File: src/design/uart_line_params.svh
/*
  Register offsets, field positions, reset values and timing counts for the
  UART line format block. Definitions only; included by its bare name.
*/
`ifndef UART_LINE_PARAMS_SVH
`define UART_LINE_PARAMS_SVH

`define OFS_DIV_LOW 12'h000
`define OFS_DIV_HIGH 12'h004
`define OFS_ENH_FEAT 12'h008
`define OFS_LINE_FMT 12'h00c
`define OFS_MODEM_CTL 12'h010
`define OFS_LINE_STAT 12'h014
`define OFS_TX_DATA 12'h018

`define LFC_DLAB 7
`define LFC_BREAK 6
`define LFC_PAR_HI 5
`define LFC_PAR_LO 3
`define LFC_STOP 2
`define LFC_WLEN_HI 1
`define LFC_WLEN_LO 0
`define MLC_PRESCALE 7
`define MLC_IR_EN 6

`define RST_LINE_FMT 8'h00
`define RST_MODEM_CTL 8'h00
`define RST_ENH_FEAT 8'h00
`define RST_DIV 16'h0001

`define PRESCALE_LAST 2'h3
`define HALVES_PER_BIT 3'h2
`define HALVES_STOP_ONE 3'h2
`define HALVES_STOP_ONE_HALF 3'h3
`define HALVES_STOP_TWO 3'h4
`define WLEN_BASE 4'h5

`endif

File: src/design/uart_line_pkg.sv
/*
  Shared types of the UART line format block.
  Assumes uart_line_params.svh supplies the numeric constants.
*/
package uart_line_pkg;
  typedef enum logic [2:0] {
    pm_none,
    pm_odd,
    pm_even,
    pm_one,
    pm_zero
  } parity_t;
  typedef enum logic [2:0] {
    tx_idle,
    tx_start,
    tx_data,
    tx_parity,
    tx_stop
  } tx_state_t;
endpackage

File: src/design/char_tx.sv
/*
  Character serialiser working in half-bit steps, so that one and a half
  stop bits can be produced. Assumes half_tick is a one-cycle enable at twice
  the bit rate and that format inputs are stable while busy is high.
*/
`timescale 1ns/1ps
`include "uart_line_params.svh"
module char_tx (
  input wire logic clk,
  input wire logic rst,
  input wire logic half_tick,
  input wire logic start,
  input wire logic [7:0] data,
  input wire logic [1:0] word_len,
  input wire logic stop_sel,
  input wire uart_line_pkg::parity_t parity_mode,
  input wire logic force_break,
  input wire logic ir_en,
  output logic tx_out_q,
  output logic ir_tx_q,
  output logic busy_q
);
  uart_line_pkg::tx_state_t state_q, state_d;
  logic [7:0] shift_q, shift_d;
  logic [3:0] bits_q, bits_d;
  logic [2:0] half_q, half_d;
  logic par_q, par_d;
  logic tx_out_d, ir_tx_d, busy_d;
  logic line_bit;
  logic [3:0] nbits;
  logic [2:0] stop_halves;
  logic [7:0] masked;

  always_comb begin
    nbits = `WLEN_BASE + {2'h0, word_len};
    masked = data & ~(8'hff << nbits);
    if (!stop_sel) begin
      stop_halves = `HALVES_STOP_ONE;
    end else if (word_len == 2'h0) begin
      stop_halves = `HALVES_STOP_ONE_HALF;
    end else begin
      stop_halves = `HALVES_STOP_TWO;
    end
    state_d = state_q;
    shift_d = shift_q;
    bits_d = bits_q;
    half_d = half_q;
    par_d = par_q;
    case (state_q)
      uart_line_pkg::tx_idle: begin
        if (start) begin
          state_d = uart_line_pkg::tx_start;
          shift_d = masked;
          bits_d = nbits;
          half_d = 3'h0;
          case (parity_mode)
            uart_line_pkg::pm_odd: par_d = ~^masked;
            uart_line_pkg::pm_even: par_d = ^masked;
            uart_line_pkg::pm_one: par_d = 1'b1;
            default: par_d = 1'b0;
          endcase
        end
      end
      uart_line_pkg::tx_start: begin
        if (half_tick) begin
          half_d = half_q + 3'h1;
          if (half_q + 3'h1 == `HALVES_PER_BIT) begin
            half_d = 3'h0;
            state_d = uart_line_pkg::tx_data;
          end
        end
      end
      uart_line_pkg::tx_data: begin
        if (half_tick) begin
          half_d = half_q + 3'h1;
          if (half_q + 3'h1 == `HALVES_PER_BIT) begin
            half_d = 3'h0;
            shift_d = {1'b0, shift_q[7:1]};
            bits_d = bits_q - 4'h1;
            if (bits_q == 4'h1) begin
              state_d = (parity_mode == uart_line_pkg::pm_none) ?
                uart_line_pkg::tx_stop : uart_line_pkg::tx_parity;
            end
          end
        end
      end
      uart_line_pkg::tx_parity: begin
        if (half_tick) begin
          half_d = half_q + 3'h1;
          if (half_q + 3'h1 == `HALVES_PER_BIT) begin
            half_d = 3'h0;
            state_d = uart_line_pkg::tx_stop;
          end
        end
      end
      uart_line_pkg::tx_stop: begin
        if (half_tick) begin
          half_d = half_q + 3'h1;
          if (half_q + 3'h1 == stop_halves) begin
            half_d = 3'h0;
            state_d = uart_line_pkg::tx_idle;
          end
        end
      end
      default: state_d = uart_line_pkg::tx_idle;
    endcase
    case (state_q)
      uart_line_pkg::tx_start: line_bit = 1'b0;
      uart_line_pkg::tx_data: line_bit = shift_q[0];
      uart_line_pkg::tx_parity: line_bit = par_q;
      default: line_bit = 1'b1;
    endcase
    busy_d = (state_d != uart_line_pkg::tx_idle);
    // the standard output parks at mark while the infrared path is in use, except under break, which drives it low
    tx_out_d = force_break ? 1'b0 : (ir_en ? 1'b1 : line_bit);
    // half-bit pulse per zero bit: coarser than a 3/16 pulse, idles low
    ir_tx_d = ir_en && (force_break || !line_bit) && (half_q == 3'h0);
  end

  always_ff @(posedge clk or posedge rst) begin
    if (rst) begin
      state_q <= uart_line_pkg::tx_idle;
      shift_q <= 8'h00;
      bits_q <= 4'h0;
      half_q <= 3'h0;
      par_q <= 1'b0;
      tx_out_q <= 1'b1;
      ir_tx_q <= 1'b0;
      busy_q <= 1'b0;
    end else begin
      state_q <= state_d;
      shift_q <= shift_d;
      bits_q <= bits_d;
      half_q <= half_d;
      par_q <= par_d;
      tx_out_q <= tx_out_d;
      ir_tx_q <= ir_tx_d;
      busy_q <= busy_d;
    end
  end
endmodule

File: src/design/uart_line_format_control.sv
/*
  UART character format and line control with an APB register slave,
  divisor-based half-bit timing, prescaler, break and infrared routing.
  Every register is one aligned 32-bit word of which only the low byte is
  stored; the divisor latches and the enhanced register answer as zero
  while the latch access bit is clear.
  Assumes a synchronous APB master on clk and line inputs synchronous to clk.
  Assumes software leaves the line format alone while tx_busy_q is high,
  because stop length and parity are read live by the serialiser.
*/
// The address map and the APB register port were chosen for this implementation.
`timescale 1ns/1ps
`include "uart_line_params.svh"
module uart_line_format_control (
  input wire logic clk,
  input wire logic rst,
  input wire logic psel,
  input wire logic penable,
  input wire logic pwrite,
  input wire logic [11:0] paddr,
  input wire logic [31:0] pwdata,
  output logic [31:0] prdata_q,
  output logic pready_q,
  output logic pslverr_q,
  input wire logic rx_in,
  input wire logic ir_rx_in,
  output logic tx_out_q,
  output logic ir_tx_q,
  output logic rx_line_q,
  output logic tx_busy_q
);
  logic [7:0] lfc_q, lfc_d;
  logic [7:0] mlc_q, mlc_d;
  logic [7:0] enh_q, enh_d;
  logic [15:0] div_q, div_d;
  logic [31:0] prdata_d;
  logic pready_d, pslverr_d;
  logic [1:0] pre_q, pre_d;
  logic [15:0] baud_q, baud_d;
  logic rx_line_d;
  logic tx_start_d, tx_start_q;
  logic [7:0] tx_byte_q, tx_byte_d;
  logic access, wr_ok, pre_tick, half_tick, dlab, known;
  logic [7:0] rdata;
  logic [15:0] div_last;
  logic [7:0] line_stat;
  // decoded once here so the serialiser and any later receiver agree on
  // the parity encoding
  uart_line_pkg::parity_t parity_mode;
  logic tx_out_w, ir_tx_w, busy_w;

  assign dlab = lfc_q[`LFC_DLAB];

  // parity decode; bit 3 clear always wins
  always_comb begin
    case (lfc_q[`LFC_PAR_HI:`LFC_PAR_LO])
      3'b001: parity_mode = uart_line_pkg::pm_odd;
      3'b011: parity_mode = uart_line_pkg::pm_even;
      3'b101: parity_mode = uart_line_pkg::pm_one;
      3'b111: parity_mode = uart_line_pkg::pm_zero;
      default: parity_mode = uart_line_pkg::pm_none;
    endcase
  end

  // apb: setup, then access; pready rises in the second access cycle
  always_comb begin
    access = psel && penable && !pready_q;
    line_stat = {4'h0, rx_line_q, ir_tx_q, tx_out_q, tx_busy_q};
    known = 1'b1;
    rdata = 8'h00;
    case (paddr)
      `OFS_DIV_LOW: rdata = dlab ? div_q[7:0] : 8'h00;
      `OFS_DIV_HIGH: rdata = dlab ? div_q[15:8] : 8'h00;
      `OFS_ENH_FEAT: rdata = dlab ? enh_q : 8'h00;
      `OFS_LINE_FMT: rdata = lfc_q;
      `OFS_MODEM_CTL: rdata = mlc_q;
      `OFS_LINE_STAT: rdata = line_stat;
      `OFS_TX_DATA: rdata = 8'h00;
      default: known = 1'b0;
    endcase
    pready_d = access;
    pslverr_d = access && !known;
    prdata_d = (access && !pwrite) ? {24'h000000, rdata} : 32'h00000000;
  end

  // register writes land at the edge that completes the transfer, so a
  // refused or unmapped access never touches state
  always_comb begin
    wr_ok = psel && penable && pready_q && pwrite && !pslverr_q;
    lfc_d = lfc_q;
    mlc_d = mlc_q;
    enh_d = enh_q;
    div_d = div_q;
    tx_byte_d = tx_byte_q;
    tx_start_d = 1'b0;
    if (wr_ok) begin
      case (paddr)
        `OFS_DIV_LOW: if (dlab) div_d[7:0] = pwdata[7:0];
        `OFS_DIV_HIGH: if (dlab) div_d[15:8] = pwdata[7:0];
        `OFS_ENH_FEAT: if (dlab) enh_d = pwdata[7:0];
        `OFS_LINE_FMT: lfc_d = pwdata[7:0];
        `OFS_MODEM_CTL: mlc_d = pwdata[7:0];
        `OFS_TX_DATA: begin
          // a byte written while a character is on the line is dropped
          if (!tx_busy_q) begin
            tx_byte_d = pwdata[7:0];
            tx_start_d = 1'b1;
          end
        end
        default: lfc_d = lfc_q;
      endcase
    end
  end

  // prescaler then divisor; divisor zero behaves as one
  always_comb begin
    pre_d = pre_q + 2'h1;
    pre_tick = mlc_q[`MLC_PRESCALE] ? (pre_q == `PRESCALE_LAST) : 1'b1;
    div_last = (div_q == 16'h0000) ? 16'h0000 : div_q - 16'h0001;
    baud_d = baud_q;
    half_tick = 1'b0;
    if (pre_tick) begin
      if (baud_q >= div_last) begin
        baud_d = 16'h0000;
        half_tick = 1'b1;
      end else begin
        baud_d = baud_q + 16'h0001;
      end
    end
  end

  // decoder simplification: an infrared pulse reads as a zero bit, with no
  // pulse-width filter, so a glitch on the infrared input becomes a zero
  always_comb begin
    rx_line_d = mlc_q[`MLC_IR_EN] ? ~ir_rx_in : rx_in;
  end

  // configuration state and the pending transmit byte; the start strobe is
  // a one-cycle pulse so a held write cannot start a second character
  always_ff @(posedge clk or posedge rst) begin
    if (rst) begin
      lfc_q <= `RST_LINE_FMT;
      mlc_q <= `RST_MODEM_CTL;
      enh_q <= `RST_ENH_FEAT;
      div_q <= `RST_DIV;
      tx_start_q <= 1'b0;
      tx_byte_q <= 8'h00;
    end else begin
      lfc_q <= lfc_d;
      mlc_q <= mlc_d;
      enh_q <= enh_d;
      div_q <= div_d;
      tx_start_q <= tx_start_d;
      tx_byte_q <= tx_byte_d;
    end
  end

  // the answer stands for one cycle only; a master that samples late misses it
  always_ff @(posedge clk or posedge rst) begin
    if (rst) begin
      prdata_q <= 32'h00000000;
      pready_q <= 1'b0;
      pslverr_q <= 1'b0;
    end else begin
      prdata_q <= prdata_d;
      pready_q <= pready_d;
      pslverr_q <= pslverr_d;
    end
  end

  // the prescaler free-runs, so the first half tick of a frame has an
  // arbitrary phase and the start bit may be up to one half step short
  always_ff @(posedge clk or posedge rst) begin
    if (rst) begin
      pre_q <= 2'h0;
      baud_q <= 16'h0000;
    end else begin
      pre_q <= pre_d;
      baud_q <= baud_d;
    end
  end

  // one register stage: the receive path sees the pins a cycle late
  always_ff @(posedge clk or posedge rst) begin
    if (rst) begin
      rx_line_q <= 1'b1;
    end else begin
      rx_line_q <= rx_line_d;
    end
  end

  // the serialiser owns the line outputs; each comes straight from one of
  // its flip-flops, so the ports below are plain wires
  char_tx u_tx (
    .clk(clk),
    .rst(rst),
    .half_tick(half_tick),
    .start(tx_start_q),
    .data(tx_byte_q),
    .word_len(lfc_q[`LFC_WLEN_HI:`LFC_WLEN_LO]),
    .stop_sel(lfc_q[`LFC_STOP]),
    .parity_mode(parity_mode),
    .force_break(lfc_q[`LFC_BREAK]),
    .ir_en(mlc_q[`MLC_IR_EN]),
    .tx_out_q(tx_out_w),
    .ir_tx_q(ir_tx_w),
    .busy_q(busy_w)
  );

  assign tx_out_q = tx_out_w;
  assign ir_tx_q = ir_tx_w;
  assign tx_busy_q = busy_w;
endmodule

File: config.mk
export PLATFORM = sky130hd
export DESIGN_NAME = uart_line_format_control
export DESIGN_NICKNAME = d
export VERILOG_FILES = /design/src/design/uart_line_pkg.sv /design/src/design/char_tx.sv /design/src/design/uart_line_format_control.sv
export VERILOG_INCLUDE_DIRS = /design/src /design/src/design
export SDC_FILE = /design/constraint.sdc
export NUM_CORES = 1
export LEC_CHECK = 0
export ABC_AREA = 1
export ABC_CLOCK_PERIOD_IN_PS = 3400
export BUFFER_PORTS_ARGS = -buffer_cell sky130_fd_sc_hd__clkbuf_2
export CORE_MARGIN = 2
export CORE_UTILIZATION = 50
export CTS_CLUSTER_SIZE = 12
export DETAILED_ROUTE_END_ITERATION = 10
export HOLD_SLACK_MARGIN = 0.05
export PLACE_DENSITY_LB_ADDON = 0.25
export SLEW_MARGIN = 30
export SYNTH_ARGS = -nofsm -noshare
export SYNTH_HDL_FRONTEND = slang
export SYNTH_SLANG_ARGS = --single-unit
File: constraint.sdc
create_clock -name clk -period 3.4 [get_ports clk]
set_clock_uncertainty 0.1 [all_clocks]
set_input_delay 0.17 -clock clk [delete_from_list [all_inputs] [get_ports clk]]
set_output_delay 0.17 -clock clk [all_outputs]
set_load 0.02 [all_outputs]
# Word-level counts from Yosys, hierarchy flattened
# Index checks and enable logic that the tools add are counted.
# totals
regBits	100
elab_cells	144
inputBits	51
output_inout_bits	38
# classes
bitwise_logic	4
eq_ne	26
magnitude_cmp	1
n_mux	48
shift	1
n_addsub	6
reduce_logical	37
# op_table
op	n
8-bit two-way mux	7
3-bit two-way mux	18
8-bit case mux with 6 select lines	1
12-bit by 5-bit == test with 1-bit output, second input constant	3
16-bit two-way mux	2
12-bit by 4-bit == test with 1-bit output, second input constant	2
3-bit by 2-bit == test with 1-bit output, second input constant	6
16-bit by 1-bit adder with 16-bit output, second input constant	1
16-bit greater-or-equal comparator	1
16-bit zero test	1
8-bit case mux with 2 select lines	1
16-bit by 1-bit subtractor with 16-bit output, second input constant	1
3-bit case mux with 5 select lines	1
12-bit by 3-bit == test with 1-bit output, second input constant	1
12-bit zero test	1
4-bit two-way mux	3
3-bit case mux with 4 select lines	1
3-bit AND reduction	4
1-bit two-way mux	10
3-bit by 1-bit == test with 1-bit output, second input constant	3
3-bit == test, second input constant	3
1-bit logical AND	9
3-bit zero test	3
3-bit case mux with 3 select lines	1
26 further kinds	39

# Depth between registers and ports, before layout
# Gate-level depths: netlist of run 1.
# depth
ltp_word	9
ltp_mapped	22
mapped_depth_nobuf	22

# Cells and area by module
# A second synthesis of run 1 with hierarchy kept.
# unflattened
cells_unflattened	841
area_unflattened_um2	6313.6
# modules_own_cells
module	cells_per_inst	area_per_inst_um2	n_inst
uart_line_format_control	634	4820.9	1
char_tx	207	1492.7	1

# Worst setup path before layout of run 1
# No wires, ideal clock.
# synth_timing
path_type	register to register
from	register div_q[1]
to	register u_tx.bits_q[0]
path_stages_with_launch	20
slack_ns	0.395
n_path_buf	1
arrival_ns	2.778
period_less_slack_ns	3.005
cell_sequence	dfrtp_1 -> inv_1 -> ha_1 -> inv_1 -> nor2_1 -> inv_1 -> nor2_1 -> inv_1 -> nor2_1 -> nand3_1 -> a21o_1 -> ha_1 -> nand2_1 -> nor3_1 -> nand2_1 -> nand2_2 -> nand3_2 -> o21ai_4 -> buf_6 -> o21ai_0
# synth_via
elab_chain_len	7
elab_cells_between_ends	8
classes_between	add/sub (1); order compare (1); eq/ne (1); mux (3); reduce/logical (2)
# synth_rtl
item	line_no	rtl
start: declaration	uart_line_format_control.sv:35	logic [15:0] div_q, div_d;
start signal: assignment	uart_line_format_control.sv:145	div_q <= `RST_DIV;
start signal: assignment	uart_line_format_control.sv:152	div_q <= div_d;
16-bit by 1-bit subtractor with 16-bit output or 16-bit zero test (tied branches)	uart_line_format_control.sv:119	div_last = (div_q == 16'h0000) ? 16'h0000 : div_q - 16'h0001;
16-bit two-way mux (*)	uart_line_format_control.sv:119	
16-bit greater-or-equal comparator (*)	uart_line_format_control.sv:123	if (baud_q >= div_last) begin
1-bit two-way mux (*)	uart_line_format_control.sv:123	
1-bit two-way mux (*)	uart_line_format_control.sv:122	if (pre_tick) begin
2-bit != test (no source line) (*)	--	
4-bit AND reduction (no source line) (*)	--	
end signal: assignment	char_tx.sv:133	bits_q <= bits_d;
end: declaration	char_tx.sv:25	logic [3:0] bits_q, bits_d;
# Mark *: on every way between the ends. The rest lies on a longest branch, timed or not.
# A chain may end at the register's enable or synchronous reset.

# Final worst setup path of run 1
# layout_timing
from	register div_q[6]
to	register u_tx.busy_q
# layout_via
elab_chain_len	8
elab_cells_between_ends	12
classes_between	add/sub (1); order compare (1); mux (8); reduce/logical (2)
# layout_rtl
item	line_no	rtl
16-bit by 1-bit subtractor with 16-bit output or 16-bit zero test (tied branches)	uart_line_format_control.sv:119	
16-bit two-way mux (*)	uart_line_format_control.sv:119	
16-bit greater-or-equal comparator (*)	uart_line_format_control.sv:123	
1-bit two-way mux (*)	uart_line_format_control.sv:123	
1-bit two-way mux (*)	uart_line_format_control.sv:122	
3-bit two-way mux, on equally long branches	--	
3-bit case mux with 5 select lines (*)	char_tx.sv:49	case (state_q)
3-bit nonzero test (*)	char_tx.sv:113	busy_d = (state_d != uart_line_pkg::tx_idle);
via u_tx.busy_d	char_tx.sv:28	logic tx_out_d, ir_tx_d, busy_d;
end signal: assignment	char_tx.sv:138	busy_q <= busy_d;
end: declaration	char_tx.sv:21	output logic busy_q
# The timed path passes the listed nets; every way through them passes the cells marked *.

==> out/results.txt, run 1 <==
Total GRT Usage - 0.235
Vias/cell - 5.25
Core area - 11600 um2
Max-slew headroom - 0.549
Setup total negative slack - 0 ns
Number of synthesis warnings - 0
Initial DRC count - 375
WHS Path Cells - 3
Clk slew on worst S/H paths - 0.07 ns
CP Class - register to register
Combinational power share - 0.045
Worst skew pair latency - 0.35 ns
Hpwl dp - 10.9 mm
Via count - 5213
Detail Route Antenna Nets - 0
FMAX - 311 MHz
Met3 Track Usage GR - 0.0391
Vias in the first global route - 5029
CTS tree - built
Crit path capture type - register
GP Congestion - 0.891
First-pass GRT wire length - 24.1 mm
M2 GR Usage - 0.403
PwrDens - 340 nW/um2
Worst hold path type - primary input to register
Leakage - 3.35 nW
Internal - 1.73 mW
Worst Setup Start Kind - register
# clock sinks - 100
Hold EP - pready_q
Crit path buffers/inverters - 1
WHS - 0.0669 ns
Critical Path Max Stage Delay - 0.46 ns
Max Slew Vio Count - 0
Sw Ratio - 0.252
Syn Area/Cell - 7.64 um2
Die Ht - 113 um
Most Used Layer, Global Route - met2
EDFF count, synth - 0
Critical Path Slowest Stage Cell - dfrtp_1
Ys async rst share - 1.00
Part of the power in registers - 0.515
Net count, final - 924
Critical Path Fanout Max - 7
Synthesis-to-finish area growth - 13.8%
Root buffer cell - clkbuf_16
Top delay family on crit path - simple AND/OR/NAND/NOR gates
Hold Startpoint - penable
Total gr overflow - 0
H-tree level count - 3
Min Tclk post-route - 3.21 ns
Initial core utilization - 0.517
Io pins - 89
Post-synthesis sequential area ratio - 0.419
Max IR drop VDD - 400 uV
Worst-Margin Slew - 0.677 ns
Most common cell after layout, fill and taps aside - nand2_1
Sw Pwr - 0.583 mW
Mapped Area - 5980 um2
DR pass1 iterations - 5
Cell row count - 39
Final setup viols - 0
Ant diodes - 0
Total power - 2.31 mW
Longest Clk Path Bufs - 2
Final Hold Fails - 0
Max_cap viols - 0
Final period util - 0.945
Residual DRC - 0
CP Data Required Time - 3.52 ns
Netlist cell types - 45
M1 GR Usage - 0.309
Largest net degree at the start of global routing - 54
R2R depth - 16
Mapped Cells - 783
R2r setup slk - 0.19 ns
Die W - 113 um
Yosys reg bits - 100
Inserted Clock Buffers - 9
Buffers added on ports - 40
DR WL/cell - 14.5 um
Top_reg_cell synth - dfrtp_1
Outcome - finished clean
CP Cell Sequence - nor2_1, inv_1, nor3_2, nand3_1, nand3_1, ha_1, a21oi_1, o21ai_0, a21oi_2, nand2_4, nand2_4, nand2_1, nand2_1, nor2_1, nor2_1, nand3_1
Clock share of power - 0.439
Final wirelength - 14.4 mm
Layout cells sized above 1 - 0.165
Antenna violations before repair - 0
Critical Path AT - 3.33 ns
Worst R2R Start - div_q[6]
Most frequent cells in the layout - nand2_1, dfrtp_1, inv_1
Area of the die - 12800 um2
Reg2reg end - u_tx.busy_q
==> through the flow <==
step,utilization,setup slack [ns],cells,instance area [um2]
2_1_floorplan,-,0.395,806,6060
3_3_place_gp,0.544,0.0615,964,6290
3_5_place_dp,0.544,-0.0397,964,6290
4_1_cts,0.574,0.00834,985,6640
5_1_grt,0.588,-0.0414,993,6800
6_report,0.588,0.189,993,6800
==> registers in the layout, summed over array words and instances (netlist names), 2 cells and up <==
| name | count |
|---|---|
| mlc_q | 8 |
| pre_q | 2 |
| tx_byte_q | 8 |
| prdata_q | 8 |
| div_q | 16 |
| u_tx.shift_q | 8 |
| lfc_q | 8 |
| baud_q | 16 |
| u_tx.state_q | 3 |
| enh_q | 8 |
| u_tx.bits_q | 4 |
| u_tx.half_q | 3 |
==> cell usage after synthesis (4+ instances only) <==
cell	n	share of area
nand2_1	213	0.13
xor2_1	16	0.023
nor3_1	9	0.0075
o21ai_0	74	0.062
ha_1	28	0.059
clkbuf_1	5	0.0031
o221ai_1	4	0.0059
nand3_1	38	0.032
inv_1	90	0.057
a21oi_1	21	0.018
dfrtp_1	97	0.41
nand2_2	5	0.0052
nand4_1	8	0.0084
buf_2	6	0.0050
o21ai_2	6	0.0088
inv_2	11	0.0069
nor2_1	76	0.048
buf_4	25	0.031
nor2_2	8	0.0084
==> power by group through the flow <==
stage	Clock, mW	Combinational [mW]	Sequential (mW)
after floorplan	0	0.0799	1.22
after global placement	0	0.0982	1.22
after detailed placement	0	0.101	1.22
after CTS	1.03	0.106	1.19
after global routing	1.08	0.117	1.19
final	1.02	0.104	1.19
==> cells by family (layout without fill, tap and decap cells) <==
group,Yosys count,count (layout),share of synthesized area
simple gates,376,376,0.274
xor+xnor,19,19,0.0278
flops,100,100,0.419
compound gates,121,121,0.115
buf+inv,138,182,0.105
other cells,1,24,0.000627
fa+ha+maj,28,28,0.0586
==> worst min-delay path, stage by stage <==
cell      delay [ns]
clkbuf_2        0.08
nand2_1         0.12
nor2_1          0.10
==> layer usage <==
layer	vias to the layer above	wire length, um	part of all wire
met5	-	0	0
met4	0	221	0.015
met3	18	652	0.045
met2	121	7180	0.50
met1	2487	6310	0.44
li1	2587	-	-
==> how the worst max path moves through the flow <==
stage,from,end,depth (start not counted),slack [ns]
after global placement,div_q[1],u_tx.busy_q,22,0.06
after global routing,div_q[6],u_tx.busy_q,21,-0.04
after detailed placement,div_q[1],u_tx.busy_q,22,-0.04
final,div_q[6],u_tx.busy_q,16,0.19
after floorplan,div_q[1],u_tx.bits_q[0],19,0.39
after CTS,div_q[1],u_tx.busy_q,22,0.008
==> final cells by class <==
type | count | area (um2)
clock buffers | 9 | 225
clock inverters | 7 | 66.3
fillers | 1077 | 4760
inverters | 101 | 384
multi-input cells | 568 | 3040
flip-flops and latches | 100 | 2510
well taps | 143 | 179
repair buffers | 65 | 404
==> timing repair <==
item	4_1_cts	5_1_grt
pin swaps	0	11
gates resized for setup	2	29
endpoints found under the hold margin	52	0
hold buffers	5	0
cloned	0	0
buffers inserted	0	8
setup endpoints to repair	8	33
Note: power is estimated with default switching activity, not from simulation.
==> run 2, diff against run 1 <==
--- a/config.mk
+++ b/config.mk
@@ -6,14 +6,13 @@
 export SDC_FILE = /design/constraint.sdc
 export NUM_CORES = 1
 export LEC_CHECK = 0
-export ABC_AREA = 1
 export ABC_CLOCK_PERIOD_IN_PS = 3400
 export BUFFER_PORTS_ARGS = -buffer_cell sky130_fd_sc_hd__clkbuf_2
 export CORE_MARGIN = 2
-export CORE_UTILIZATION = 50
+export CORE_UTILIZATION = 40
 export CTS_CLUSTER_SIZE = 12
 export DETAILED_ROUTE_END_ITERATION = 10
-export HOLD_SLACK_MARGIN = 0.05
+export HOLD_SLACK_MARGIN = 0.1
 export PLACE_DENSITY_LB_ADDON = 0.25
 export SLEW_MARGIN = 30
 export SYNTH_ARGS = -nofsm -noshare
==> out/results.txt, run 2 <==
Outcome - finished with violations
Failing checks - setup timing
Cell taking the most area after synthesis - dfrtp_1
Worst Slack Setup Final - -0.361 ns (-0.550 ns)
Syn Area/Cell - 9.65 um2 (+26%)
Top post-synthesis cells by count - dfrtp_1, nand2_1, nor2_1
Critical Path Slowest Stage Cell - or4_4
Final period util - 1.11 (+0.162)
Yosys reg bits - 100 (unchanged)
Hpwl dp - 10.1 mm (-7.6%)
Initial DRC count - 227 (-39%)
# clock sinks - 100 (unchanged)
Mapped Area - 5640 um2 (-5.7%)
Final Hold Fails - 0 (unchanged)
Final wirelength - 14.0 mm (-2.9%)
Die W - 123 um (+8.2%)
Worst-Margin Slew - 0.797 ns (+0.121 ns)
Top_reg_cell synth - dfrtp_1
EDFF count, synth - 0 (unchanged)
Max Slew Vio Count - 0 (unchanged)
Total GRT Usage - 0.196 (-0.0392)
Clk slew on worst S/H paths - 0.08 ns (about the same)
Top delay family on crit path - simple AND/OR/NAND/NOR gates
Area of the die - 15100 um2 (+17%)
Leakage - 3.35 nW (about the same)
Buffers added on ports - 40 (unchanged)
Top post-synthesis cells by area - dfrtp_1, ha_1, mux2_1
CP Class - register to register
Cell row count - 43 (+10%)
Vias/cell - 5.20 (-0.94%)
Net count, final - 746 (-19%)
WHS - 0.168 ns (+0.101 ns)
Post-synthesis sequential area ratio - 0.445 (+0.0255)
Synthesis-to-finish area growth - 21.2%
Crit path capture type - register
Worst setup path start - div_q[9]
Min Tclk post-route - 3.76 ns (+0.550 ns)
Inserted Clock Buffers - 9 (unchanged)
CP Cell Sequence - or4_4, or3_4, or4_4, nor3_2, a21oi_1, ha_1, nand4_1, nor2_1, nand3_2, o21ai_4, nand3_2, or3b_1, a21oi_1
Worst Setup Start Kind - register
PwrDens - 406 nW/um2 (+19%)
Ys async rst share - 1.00 (unchanged)
First-pass GRT wire length - 22.8 mm (-5.4%)
Residual DRC - 0 (unchanged)
Critical Path Fanout Max - 4 (-3)
Detail Route Antenna Nets - 0 (unchanged)
Most frequent cell after synthesis - dfrtp_1
Most common cell after layout, fill and taps aside - dfrtp_1
Core area - 13800 um2 (+20%)
Max IR drop VDD - 286 uV (-28%)
DR WL/cell - 16.4 um (+13%)
FMAX - 266 MHz (-15%)
Critical Path Max Stage Delay - 0.54 ns (+0.08 ns)
Max_cap viols - 0 (unchanged)
Root buffer cell - clkbuf_16
Via count - 4436 (-15%)
CP Data Required Time - 3.59 ns (+0.07 ns)
RSZ-0062 raised after global routing - yes
Top Registers - baud_q x16, div_q x16
Crit path buffers/inverters - 0 (-1)
H-tree level count - 3 (unchanged)
Final Cell Area - 6830 um2 (+0.42%)
Mapped Cells - 584 (-25%)
Vias in the first global route - 4466 (-11%)
Final setup viols - 35 (+35)
Max-slew headroom - 0.468 (-0.0805)
Die Ht - 123 um (+8.2%)
GP Congestion - 0.873 (-2.0%)
Most frequent cells in the layout - dfrtp_1, nand2_1, nor2_1
Longest Clk Path Bufs - 2 (unchanged)
Post-Place Cells - 818 (-15%)
Layout cells sized above 1 - 0.225 (+0.0600)
Worst skew pair latency - 0.36 ns (about the same)
Io pins - 89 (unchanged)
Dpl cell area - 6210 um2 (-1.3%)
Largest net degree at the start of global routing - 64 (+19%)
Critical Path AT - 3.95 ns (+0.62 ns)
Worst hold path type - primary input to register
Final Non-Filler Cells - 853 (-14%)
Hold Startpoint - paddr[4]
CTS tree - built
Antenna violations before repair - 0 (unchanged)
Number of synthesis warnings - 0 (unchanged)
Initial core utilization - 0.408 (-0.109)
Top-area cell type share of the netlist area - 0.431 (+0.0247)
Netlist cell types - 55 (+22%)
Total gr overflow - 0 (unchanged)
Total power - 2.77 mW (+20%)
Worst R2R Start - div_q[9]
DR pass1 iterations - 4 (-1)
## run 2: cell types whose count changed after synthesis, moves of 12 or more
cell     change
inv_1       -73
mux2_1      +30
nand2_1    -127
nand3_1     -19
nor2_1      -18
o21ai_0     -60
xnor2_1     +12
## run 2: worst register-to-register path, delay by kind of cell (launching register included)
family / cells / cell delay (ns)
simple gates: 9 / 2.53
compound gates: 3 / 0.41
flops: 1 / 0.38
fa+ha+maj: 1 / 0.30
## run 2: path summary, 6_finish.rpt
path                                    to  slack, ns  cells after the start
min                              pslverr_q       0.17                      3
min reg2reg                       pre_q[0]       0.34                      1
max reg2reg                u_tx.state_q[1]      -0.36                     13
min in group asynchronous        baud_q[5]       0.40                      3
max in group asynchronous        rx_line_q       1.97                      4
max                        u_tx.state_q[1]      -0.36                     13
## run 2: what timing repair did
action	4_1_cts	5_1_grt
hold endpoints to repair	94	0
pin swaps	13	1
hold buffers	13	0
setup buffers	3	2
setup endpoints to repair	35	35
gates resized for setup	18	18
## run 2: area by class of cell
class                   instances  area, um2
flip-flops and latches        100       2510
repair buffers                 88        637
clock inverters                 7       78.8
well taps                     180        225
inverters                      19       73.8
multi-input cells             449       3080
clock buffers                   9        225
diodes                          1       2.50
fillers                      1298       7000
## run 2: power by group
group / leakage [nW] / switching (mW) / internal [mW]
Combinational: 1.84 / 0.281 / 0.212
Clock: 0.148 / 0.523 / 0.523
Sequential: 1.37 / 0.0243 / 1.21
Total: 3.35 / 0.828 / 1.94
## run 2: cell families (layout without fill, tap and decap cells)
logic type | count (synthesis) | in the layout | synth area share
mux | 49 | 49 | 0.0961
buf+inv | 58 | 123 | 0.0564
fa+ha+maj | 28 | 28 | 0.0622
simple gates | 224 | 224 | 0.187
flops | 100 | 100 | 0.445
other cells | 1 | 25 | 0.000665
xor+xnor | 33 | 33 | 0.0513
compound gates | 91 | 91 | 0.102
## run 2: metal layers
layer | vias to the layer above | part of all wire | track usage
met2 | 92 | 0.49 | 0.328
met4 | 0 | 0.014 | 0.0503
met1 | 2171 | 0.45 | 0.252
met5 | - | 0 | 0
li1 | 2157 | - | -
met3 | 16 | 0.045 | 0.0502
## run 2: stage by stage
step                      setup TNS, ns   util  worst slack, ns
after detailed placement         -11.70  0.449           -0.489
after global routing             -17.41  0.494           -0.608
after CTS                         -9.40  0.487           -0.324
after floorplan                   -4.46      -           -0.244
final                            -10.13  0.494           -0.361
after global placement            -9.16  0.449           -0.394
==> run 3, diff against run 2 <==
--- a/config.mk
+++ b/config.mk
@@ -6,6 +6,7 @@
 export SDC_FILE = /design/constraint.sdc
 export NUM_CORES = 1
 export LEC_CHECK = 0
+export ABC_AREA = 1
 export ABC_CLOCK_PERIOD_IN_PS = 3400
 export BUFFER_PORTS_ARGS = -buffer_cell sky130_fd_sc_hd__clkbuf_2
 export CORE_MARGIN = 2
==> out/results.txt, run 3 (synthesis results as in run 1) <==
Die Ht - 126 um (+2.9%)
Max IR drop VDD - 271 uV (-5.5%)
CTS tree - built
Most Used Layer, Global Route - met2
Setup WS pre-CTS - 0.0359 ns (+0.525 ns)
Critical Path Fanout Max - 7 (+3)
Worst skew pair latency - 0.36 ns (about the same)
Total power - 2.34 mW (-16%)
Outcome - finished clean
R2r setup slk - 0.18 ns (+0.54 ns)
Met3 Track Usage GR - 0.0399 (-0.0103)
Residual DRC - 0 (unchanged)
Synthesis-to-finish area growth - 18.1%
Inserted Clock Buffers - 9 (unchanged)
Area of the die - 15900 um2 (+5.9%)
Worst-Margin Slew - 0.721 ns (-0.0763 ns)
M2 GR Usage - 0.306 (-0.0216)
Worst R2R Start - div_q[0]
CP Data Required Time - 3.56 ns (-0.03 ns)
Cell row count - 44 (+2.3%)
Largest net degree at the start of global routing - 57 (-11%)
Core area - 14600 um2 (+5.5%)
H-tree level count - 3 (unchanged)
GP Congestion - 0.886 (+1.5%)
Buffers added on ports - 40 (unchanged)
Net count, final - 945 (+27%)
Hold Startpoint - pwdata[2]
Ant diodes - 0 (-1)
Most common cell after layout, fill and taps aside - nand2_1
Final setup viols - 0 (-100%)
Antenna violations before repair - 0 (unchanged)
Final Hold Fails - 0 (unchanged)
Max_cap viols - 0 (unchanged)
Min Tclk post-route - 3.22 ns (-0.537 ns)
Top Registers - baud_q x16, div_q x16
Most frequent cells in the layout - nand2_1, dfrtp_1, inv_1
Crit path capture type - register
Hpwl dp - 10.7 mm (+6.4%)
Critical Path AT - 3.38 ns (-0.57 ns)
Final wirelength - 14.6 mm (+4.8%)
Final Util - 0.484 (-0.0103)
Io pins - 89 (unchanged)
Longest Clk Path Bufs - 2 (unchanged)
Detail Route Antenna Nets - 0 (unchanged)
Total GRT Usage - 0.189 (-0.00651)
Layout cells sized above 1 - 0.188 (-0.0364)
Worst setup path start - div_q[0]
Vias/cell - 4.83 (-7.1%)
Worst hold path type - primary input to register
Initial DRC count - 302 (+33%)
CP Class - register to register
Root buffer cell - clkbuf_16
First-pass GRT wire length - 24.0 mm (+5.5%)
Total gr overflow - 0 (unchanged)
Clk slew on worst S/H paths - 0.08 ns (about the same)
Worst Setup Start Kind - register
Setup total negative slack - 0 ns (+10.13 ns)
Leakage - 3.47 nW (+3.4%)
Fill cell count - 1434 (+10%)
Vias in the first global route - 4865 (+8.9%)
Via count - 5099 (+15%)
Final period util - 0.948 (-0.158)
DR pass1 iterations - 5 (+1)
Die W - 126 um (+2.9%)
Max Slew Vio Count - 0 (unchanged)
Initial core utilization - 0.410 (+0.00221)
Worst Slack Setup Final - 0.175 ns (+0.537 ns)
PwrDens - 331 nW/um2 (-18%)
# clock sinks - 100 (unchanged)
FMAX - 310 MHz (+17%)
Max-slew headroom - 0.519 (+0.0509)
M1 GR Usage - 0.250 (-0.00170)
DR WL/cell - 13.9 um (-15%)
WHS - 0.109 ns (-0.0590 ns)
==> run 3: changes by cell type in the layout (fill, tap and decap cells not counted), sizes merged, moves of 21 or more <==
cell	delta
nor2	+26
nand3	+21
nand2	+132
o21ai	+60
mux2	-41
inv	+84
==> run 3: what timing repair did <==
action                     in CTS  in global routing
hold buffers                    7                  0
setup buffers                   0                 10
setup endpoints to repair       0                 33
gates resized for setup         0                 38
hold endpoints to repair       56                  0
==> run 3: path summary, 6_finish.rpt <==
path	end	cells after the start
min in group asynchronous	u_tx.half_q[0]	3
setup reg to reg	u_tx.shift_q[3]	21
setup / recovery	u_tx.shift_q[3]	21
max in group asynchronous	div_q[0]	4
hold / removal	tx_byte_q[2]	3
hold reg to reg	pre_q[0]	1
==> run 3: worst max-delay path: stages (launching register included) <==
cell and delay, ns:
dfstp_2 0.56, inv_2 0.08, ha_4 0.17, inv_2 0.05, nor2_2 0.04, inv_2 0.07
nor2_4 0.05, inv_1 0.07, nor2_1 0.05, buf_4 0.13, a21boi_2 0.12, o21ai_1 0.08
ha_1 0.31, nand4_1 0.12, nor3_2 0.21, nand2_1 0.13, nand2_4 0.13, nand3_4 0.11
o21ai_4 0.29, inv_2 0.12, nand2_1 0.08, nand2_1 0.04
==> run 3: final cells by class <==
cell class | instances | area, um2 | area share
Timing Repair Buffer | 86 | 583 | 0.0826
Multi-Input combinational cell | 568 | 3060 | 0.433
Tap cell | 184 | 230 | 0.0326
Clock inverter | 7 | 73.8 | 0.0105
Inverter | 101 | 382 | 0.0541
Sequential cell | 100 | 2510 | 0.355
Clock buffer | 9 | 225 | 0.0319
==> run 3: routing by layer <==
layer	vias to the layer above	routed length, um	share of wire
li1	2632	-	-
met1	2347	6660	0.46
met2	97	7040	0.48
met3	23	535	0.037
met4	0	383	0.026
met5	-	0	0
==> run 3: through the flow <==
stage | instance area (um2) | instances
after floorplan | 6060 | 806
after global placement | 6480 | 1022
after detailed placement | 6480 | 1022
after CTS | 6850 | 1045
after global routing | 7060 | 1055
final | 7060 | 1055
==> run 3: where the power goes <==
part           switching, mW  internal (mW)  leakage [nW]
Sequential           0.00190           1.19          1.37
Clock                  0.518          0.523         0.148
Combinational         0.0817         0.0242          1.95
